`src/core/cmp_ctrl_pkg.sv`:
```
// Package of constants and types for the dual comparator control block
package cmp_ctrl_pkg;
  localparam logic [7:0] ADDR_CONTROL  = 8'h00;
  localparam logic [7:0] ADDR_IRQ_STAT = 8'h01;
  localparam logic [7:0] ADDR_IRQ_MASK = 8'h02;
  localparam int         BIT_C2_OUT    = 7;
  localparam int         BIT_C1_OUT    = 6;
  localparam int         BIT_C2_INV    = 5;
  localparam int         BIT_C1_INV    = 4;
  localparam int         BIT_SWITCH    = 3;
  localparam logic [2:0] MODE_MUX4     = 3'h6;
  localparam logic [2:0] MODE_OFF      = 3'h7;
  localparam logic [2:0] MODE_RESET    = 3'h7;
  localparam int         SYNC_STAGES   = 3;
  // Input selector codes for the analog switch matrix
  typedef enum logic [2:0] {
    SEL_NONE = 3'h0,
    SEL_AN0  = 3'h1,
    SEL_AN1  = 3'h2,
    SEL_AN2  = 3'h3,
    SEL_AN3  = 3'h4,
    SEL_VREF = 3'h5
  } in_sel_e;
  typedef struct packed {
    in_sel_e c1_pos;
    in_sel_e c1_neg;
    in_sel_e c2_pos;
    in_sel_e c2_neg;
    logic    c1_on;
    logic    c2_on;
  } route_s;
  typedef struct packed {
    logic [7:0] addr;
    logic [7:0] wdata;
    logic       wr;
    logic       rd;
  } bus_req_s;
endpackage

```
`src/core/cmp_route.sv`:
```
// Mode decoder for comparator input routing
`timescale 1ns/10ps
`default_nettype none
module cmp_route (
  input  wire logic [2:0]          mode,
  input  wire logic                in_switch,
  output cmp_ctrl_pkg::route_s     route
);
  always_comb begin
    route = '{cmp_ctrl_pkg::SEL_AN0, cmp_ctrl_pkg::SEL_AN3,
              cmp_ctrl_pkg::SEL_AN1, cmp_ctrl_pkg::SEL_AN2, 1'b1, 1'b1};
    if (mode == cmp_ctrl_pkg::MODE_OFF) begin
      route = '{cmp_ctrl_pkg::SEL_NONE, cmp_ctrl_pkg::SEL_NONE,
                cmp_ctrl_pkg::SEL_NONE, cmp_ctrl_pkg::SEL_NONE,
                1'b0, 1'b0};
    end else if (mode == cmp_ctrl_pkg::MODE_MUX4) begin
      route.c1_pos = cmp_ctrl_pkg::SEL_VREF;
      route.c2_pos = cmp_ctrl_pkg::SEL_VREF;
      if (in_switch) begin
        route.c1_neg = cmp_ctrl_pkg::SEL_AN3;
        route.c2_neg = cmp_ctrl_pkg::SEL_AN2;
      end else begin
        route.c1_neg = cmp_ctrl_pkg::SEL_AN0;
        route.c2_neg = cmp_ctrl_pkg::SEL_AN1;
      end
    end
  end
endmodule
`default_nettype wire

```
`src/core/cmp_sync.sv`:
```
// Three-stage synchroniser with agreement filter for one comparator output
`timescale 1ns/10ps
`default_nettype none
module cmp_sync (
  input  wire logic clk,
  input  wire logic rstn,
  input  wire logic raw,
  output logic      clean
);
  typedef struct packed {
    logic [cmp_ctrl_pkg::SYNC_STAGES-1:0] sh;
    logic                                 q;
  } sync_s;
  sync_s st;
  sync_s next_st;
  always_comb begin
    next_st = st;
    next_st.sh = {st.sh[cmp_ctrl_pkg::SYNC_STAGES-2:0], raw};
    // First stage is read only by the second; stages two and three must agree
    if (st.sh[1] == st.sh[2]) begin
      next_st.q = st.sh[2];
    end
  end
  always_ff @(posedge clk) begin
    if (!rstn) begin
      st <= '0;
    end else begin
      st <= next_st;
    end
  end
  assign clean = st.q;
endmodule
`default_nettype wire

```
`src/core/dual_comparator_control.sv`:
```
// Control register, result capture and change interrupt for two comparators
//
// Added by the designer: the placing of the registers and the strobed register port.
`timescale 1ns/10ps
`default_nettype none
module dual_comparator_control (
  input  wire logic                 clk,
  input  wire logic                 rstn,
  input  wire logic [7:0]           addr,
  input  wire logic [7:0]           wdata,
  input  wire logic                 wr,
  input  wire logic                 rd,
  output logic      [7:0]           rdata,
  input  wire logic                 cmp1_raw,
  input  wire logic                 cmp2_raw,
  output logic                      cmp1_pin,
  output logic                      cmp2_pin,
  output cmp_ctrl_pkg::route_s      route,
  output logic                      cmp_change_flag,
  output logic                      irq
);
  typedef struct packed {
    logic [1:0]           inv;
    logic                 input_switch_sel;
    logic [2:0]           cmp_mode_field;
    logic [1:0]           latched;
    logic                 flag;
    logic                 mask;
    logic [7:0]           rdata;
    logic                 pin1;
    logic                 pin2;
    logic                 irq;
    cmp_ctrl_pkg::route_s route;
  } state_s;

  state_s            st;
  state_s            next_st;
  logic              s1;
  logic              s2;
  logic [1:0]        res;
  logic [7:0]        ctrl_view;
  logic              mismatch;
  cmp_ctrl_pkg::route_s next_route;
  cmp_ctrl_pkg::bus_req_s req;

  assign req = '{addr, wdata, wr, rd};

  cmp_sync u_sync1 (
    .clk   (clk),
    .rstn  (rstn),
    .raw   (cmp1_raw),
    .clean (s1)
  );
  cmp_sync u_sync2 (
    .clk   (clk),
    .rstn  (rstn),
    .raw   (cmp2_raw),
    .clean (s2)
  );
  cmp_route u_route (
    .mode      (next_st.cmp_mode_field),
    .in_switch (next_st.input_switch_sel),
    .route     (next_route)
  );

  // Results after optional inversion; index 1 is comparator 2
  assign res[1] = s2 ^ st.inv[1];
  assign res[0] = s1 ^ st.inv[0];
  // Results are not forced low in off mode, so a mode change can raise the flag
  assign ctrl_view = {res, st.inv, st.input_switch_sel, st.cmp_mode_field};
  assign mismatch = (res != st.latched);

  always_comb begin
    next_st = st;
    next_st.rdata = '0;
    if (req.wr && req.addr == cmp_ctrl_pkg::ADDR_CONTROL) begin
      // Result bits are not writable
      next_st.inv[1] = req.wdata[cmp_ctrl_pkg::BIT_C2_INV];
      next_st.inv[0] = req.wdata[cmp_ctrl_pkg::BIT_C1_INV];
      next_st.input_switch_sel = req.wdata[cmp_ctrl_pkg::BIT_SWITCH];
      next_st.cmp_mode_field = req.wdata[2:0];
    end
    if (req.rd) begin
      case (req.addr)
        cmp_ctrl_pkg::ADDR_CONTROL:  next_st.rdata = ctrl_view;
        cmp_ctrl_pkg::ADDR_IRQ_STAT: next_st.rdata = {7'h00, st.flag};
        cmp_ctrl_pkg::ADDR_IRQ_MASK: next_st.rdata = {7'h00, st.mask};
        default:                     next_st.rdata = 8'h00;
      endcase
    end
    // Any access to the control register ends the mismatch
    if ((req.rd || req.wr) && req.addr == cmp_ctrl_pkg::ADDR_CONTROL) begin
      next_st.latched = res;
    end
    if (req.wr && req.addr == cmp_ctrl_pkg::ADDR_IRQ_MASK) begin
      next_st.mask = req.wdata[0];
    end
    if (req.wr && req.addr == cmp_ctrl_pkg::ADDR_IRQ_STAT && req.wdata[0]) begin
      next_st.flag = 1'b0;
    end
    // Set beats clear, so a clear only sticks once the mismatch is gone
    if (mismatch) begin
      next_st.flag = 1'b1;
    end
    next_st.pin1 = res[0];
    next_st.pin2 = res[1];
    next_st.irq = next_st.flag & next_st.mask;
    next_st.route = next_route;
  end

  always_ff @(posedge clk) begin
    if (!rstn) begin
      st <= '0;
      st.cmp_mode_field <= cmp_ctrl_pkg::MODE_RESET;
      st.route <= '{cmp_ctrl_pkg::SEL_NONE, cmp_ctrl_pkg::SEL_NONE,
                    cmp_ctrl_pkg::SEL_NONE, cmp_ctrl_pkg::SEL_NONE,
                    1'b0, 1'b0};
    end else begin
      st <= next_st;
    end
  end

  assign rdata = st.rdata;
  assign cmp1_pin = st.pin1;
  assign cmp2_pin = st.pin2;
  assign route = st.route;
  assign cmp_change_flag = st.flag;
  assign irq = st.irq;
endmodule
`default_nettype wire

```
`config.mk`:
```
export PLATFORM = sky130hd
export DESIGN_NAME = dual_comparator_control
export DESIGN_NICKNAME = d
export VERILOG_FILES = /design/src/core/cmp_ctrl_pkg.sv /design/src/core/cmp_route.sv /design/src/core/cmp_sync.sv /design/src/core/dual_comparator_control.sv
export SDC_FILE = /design/constraint.sdc
export NUM_CORES = 1
export LEC_CHECK = 0
export ABC_AREA = 0
export BUFFER_PORTS_ARGS = -buffer_cell sky130_fd_sc_hd__buf_2
export CAP_MARGIN = 20
export CORE_MARGIN = 2
export CORE_UTILIZATION = 52
export DETAILED_ROUTE_END_ITERATION = 10
export PLACE_DENSITY = 0.82
export SKIP_LAST_GASP = 1
export SLEW_MARGIN = 20
export SYNTH_ARGS = -nofsm -noshare
export SYNTH_HDL_FRONTEND = slang
export SYNTH_SLANG_ARGS = --single-unit
```
`constraint.sdc`:
```
create_clock -name clk -period 2.2 [get_ports clk]
set_clock_uncertainty 0.05 [all_clocks]
set_input_delay 0.22 -clock clk [delete_from_list [all_inputs] [get_ports clk]]
set_output_delay 0.22 -clock clk [all_outputs]
set_load 0.02 [all_outputs]
```
==> impl_metrics.ini <==
[critical_path]
worst_setup_path_end_kind = flop
start_kind = input pin
worstPathArrival_ps = 1730
cp_max_fo = 10
crit_type = input pin to flop
cp.required_ps = 2410

[floorplan]
dieArea_mm2 = 0.003132
start_util_pct = 55.65
core_mm2 = 0.002522
ios = 48
die_y_um = 55.96
row_count = 18
fp.dieW_um = 55.96

[placement]
place_congestion = 0.7821
hpwl_mm = 1.674
dpl_cell_area_mm2 = 0.001475
io_buffers = 42

[status]
outcome = finished clean

[cts]
cts_tree = yes
worstSkewPairLatency_ps = 330
clockRootBuffer = clkbuf_4
hold_buffers = 0
h-tree-depth = 2
cts_buffers = 5
post_cts_resized = 0
post_cts_buffers = 0
clkSlewWorstSetupHoldPaths_ps = 100
cts.sinks = 35
clk_path_buf_depth = 2

[drt]
drt_iter0_drc = 12
num_vias = 940
drc = 0
antenna_left = 0
via_per_inst = 4.870
first_pass_iters = 2
routed_wl_mm = 2.219
routedWlPerCell_um = 11.50

[finish]
drive_gt1_share_pct = 33.13
fin_area_mm2 = 0.001577
final_nets = 184
area_growth_pct = 12.30
antennaDiodeCount = 0

[global_routing]
antenna_found_initial = 0
grt_util_all_layers_pct = 15.86
grt_pass1_wl_mm = 3.864
grt_pass1_vias = 906
grt_max_degree = 17
grt_overflow = 0

[logic_synthesis]
ys_ff_latch = 35
synthFlopType = dfxtp_1
synth_top_area_share_pct = 49.91
ys_seq_area_share_pct = 49.91
synth_edf_count = 0
synthCells = 136
synth_top_area_cell = dfxtp_1
ys_types = 31
async_flop_share_pct = 0
synthTopCellsByArea = dfxtp_1 50%, buf_4 12%, mux2i_1 7.1%
syn_avg_cell_area_um2 = 10.32
yosys_warnings = 0
synth_area_mm2 = 0.001404

[sta]
finalHoldViolCount = 0
hold_ws_ps = 35.24
rsz0062_at_grt = false
report.final.setup_viol = 0
final.period_utilization_pct = 69.33
drv_slew = 0
setup_tns_ps = 0
post-route-min-period_ps = 1525
fmax_mhz = 655.6

[power]
p_total_mw = 1.248
power_leakage_nw = 0.7977
p_per_area_mw_per_mm2 = 791.3
vdd_drop_max_v = 0.0008077

[worst_hold_path]
min-delay-path-class = input pin to flop

[job]
cap_violations = 0
Yosys cell counts (2+ instances only):
master,number
a21oi_1,5
and2_1,15
and4_1,2
buf_4,22
clkbuf_1,2
dfxtp_1,35
mux2i_1,10
nand2_1,7
nor2_1,12
o21ai_0,2
xor2_1,4
layout make-up:
cell class	count	area, um2
clock inverter	2	60.06
timing repair buffer	42	210.2
clock buffer	6	41.29
sequential	35	700.7
multi-input combinational	77	523.0
fill	220	945.9
inverter	1	3.754
tap	30	37.54
path summary, 6_finish.rpt:
path | from | end | slack (ps) | depth (start not counted)
max | addr[3] | route[2]$_SDFF_PP0_ | 670 | 5
min | cmp2_raw | u_sync2.next_st[2]$_SDFF_PN0_ | 40 | 2
max reg2reg | ctrl_view[5]$_SDFFE_PN0N_ | irq$_SDFF_PN0_ | 810 | 4
min reg2reg | u_sync2.next_st[2]$_SDFF_PN0_ | u_sync2.next_st[3]$_SDFF_PN0_ | 390 | 1
where the power goes:
part / internal, mW / switching [mW] / total [mW]
clock: 0.355 / 0.201 / 0.556
sequential: 0.638 / 0.00186 / 0.640
combinational: 0.0208 / 0.0303 / 0.0511
kinds of logic after synthesis:
group | count (synthesis) | synth area share, %
xor gates and xnor gates | 4 | 2.495
other | 1 | 0.2671
muxes | 12 | 9.537
and+or+nand+nor | 48 | 20.14
buffers and inverters | 26 | 13.37
AOI/OAI and AO/OA | 10 | 4.278
DFF | 35 | 49.91
sequential cells by signal (all words and copies together) (netlist names):
name	count
cmp1_pin	1
cmp2_pin	1
cmp_change_flag	1
ctrl_view	6
irq	1
rdata	8
route	6
st	3
u_sync1.clean	1
u_sync1.next_st	2
u_sync1.st	1
u_sync2.clean	1
u_sync2.next_st	2
u_sync2.st	1
layout by cell type, fill, tap and decap left out:
cell type,Yosys,final
and2_2,1,1
a21oi_1,5,5
buf_2,0,42
inv_1,1,1
nand3b_1,1,1
mux2i_1,10,10
nor4_4,1,1
xor2_1,4,4
nand4b_1,1,1
nor3b_1,1,1
and2_1,15,15
mux2_2,1,1
and4_1,2,2
or3b_1,1,1
nand2_1,7,7
nand3_2,1,1
dfxtp_1,35,35
clkbuf_1,2,1
nor3_1,1,1
a31oi_1,1,1
a211oi_1,1,1
o2111a_1,1,1
bufinv_16,0,2
mux2i_4,1,1
nand4_1,1,1
clkbuf_4,0,5
and3_1,1,1
nor2_1,12,12
nor2b_1,1,1
o21ai_0,2,2
conb_1,1,3
nand3_1,1,1
per-stage QoR:
step / setup WS [ps] / cells / util [%]
6_report: 674.7 / 193 / 62.50
3_3_place_gp: 395.9 / 185 / 58.48
2_1_floorplan: 757.7 / 138 / -
4_1_cts: 695.2 / 193 / 62.50
3_5_place_dp: 357.6 / 185 / 58.48
5_1_grt: 632.6 / 193 / 62.50
layer usage:
| metal | vias to the layer above | wire length (um) | GRT usage, % |
|---|---|---|---|
| li1 | 474 | - | - |
| met5 | - | 0 | 0 |
| met1 | 436 | 892 | 17.91 |
| met2 | 27 | 1164 | 26.22 |
| met4 | 0 | 16 | 5.442 |
| met3 | 3 | 145 | 7.442 |
worst max-delay path, cell delays in order:
cell and delay (ps):
buf_2 110, nor3b_1 380, nand3_2 390, or3b_1 470, a31oi_1 160
(Power assumes the default switching activity.)
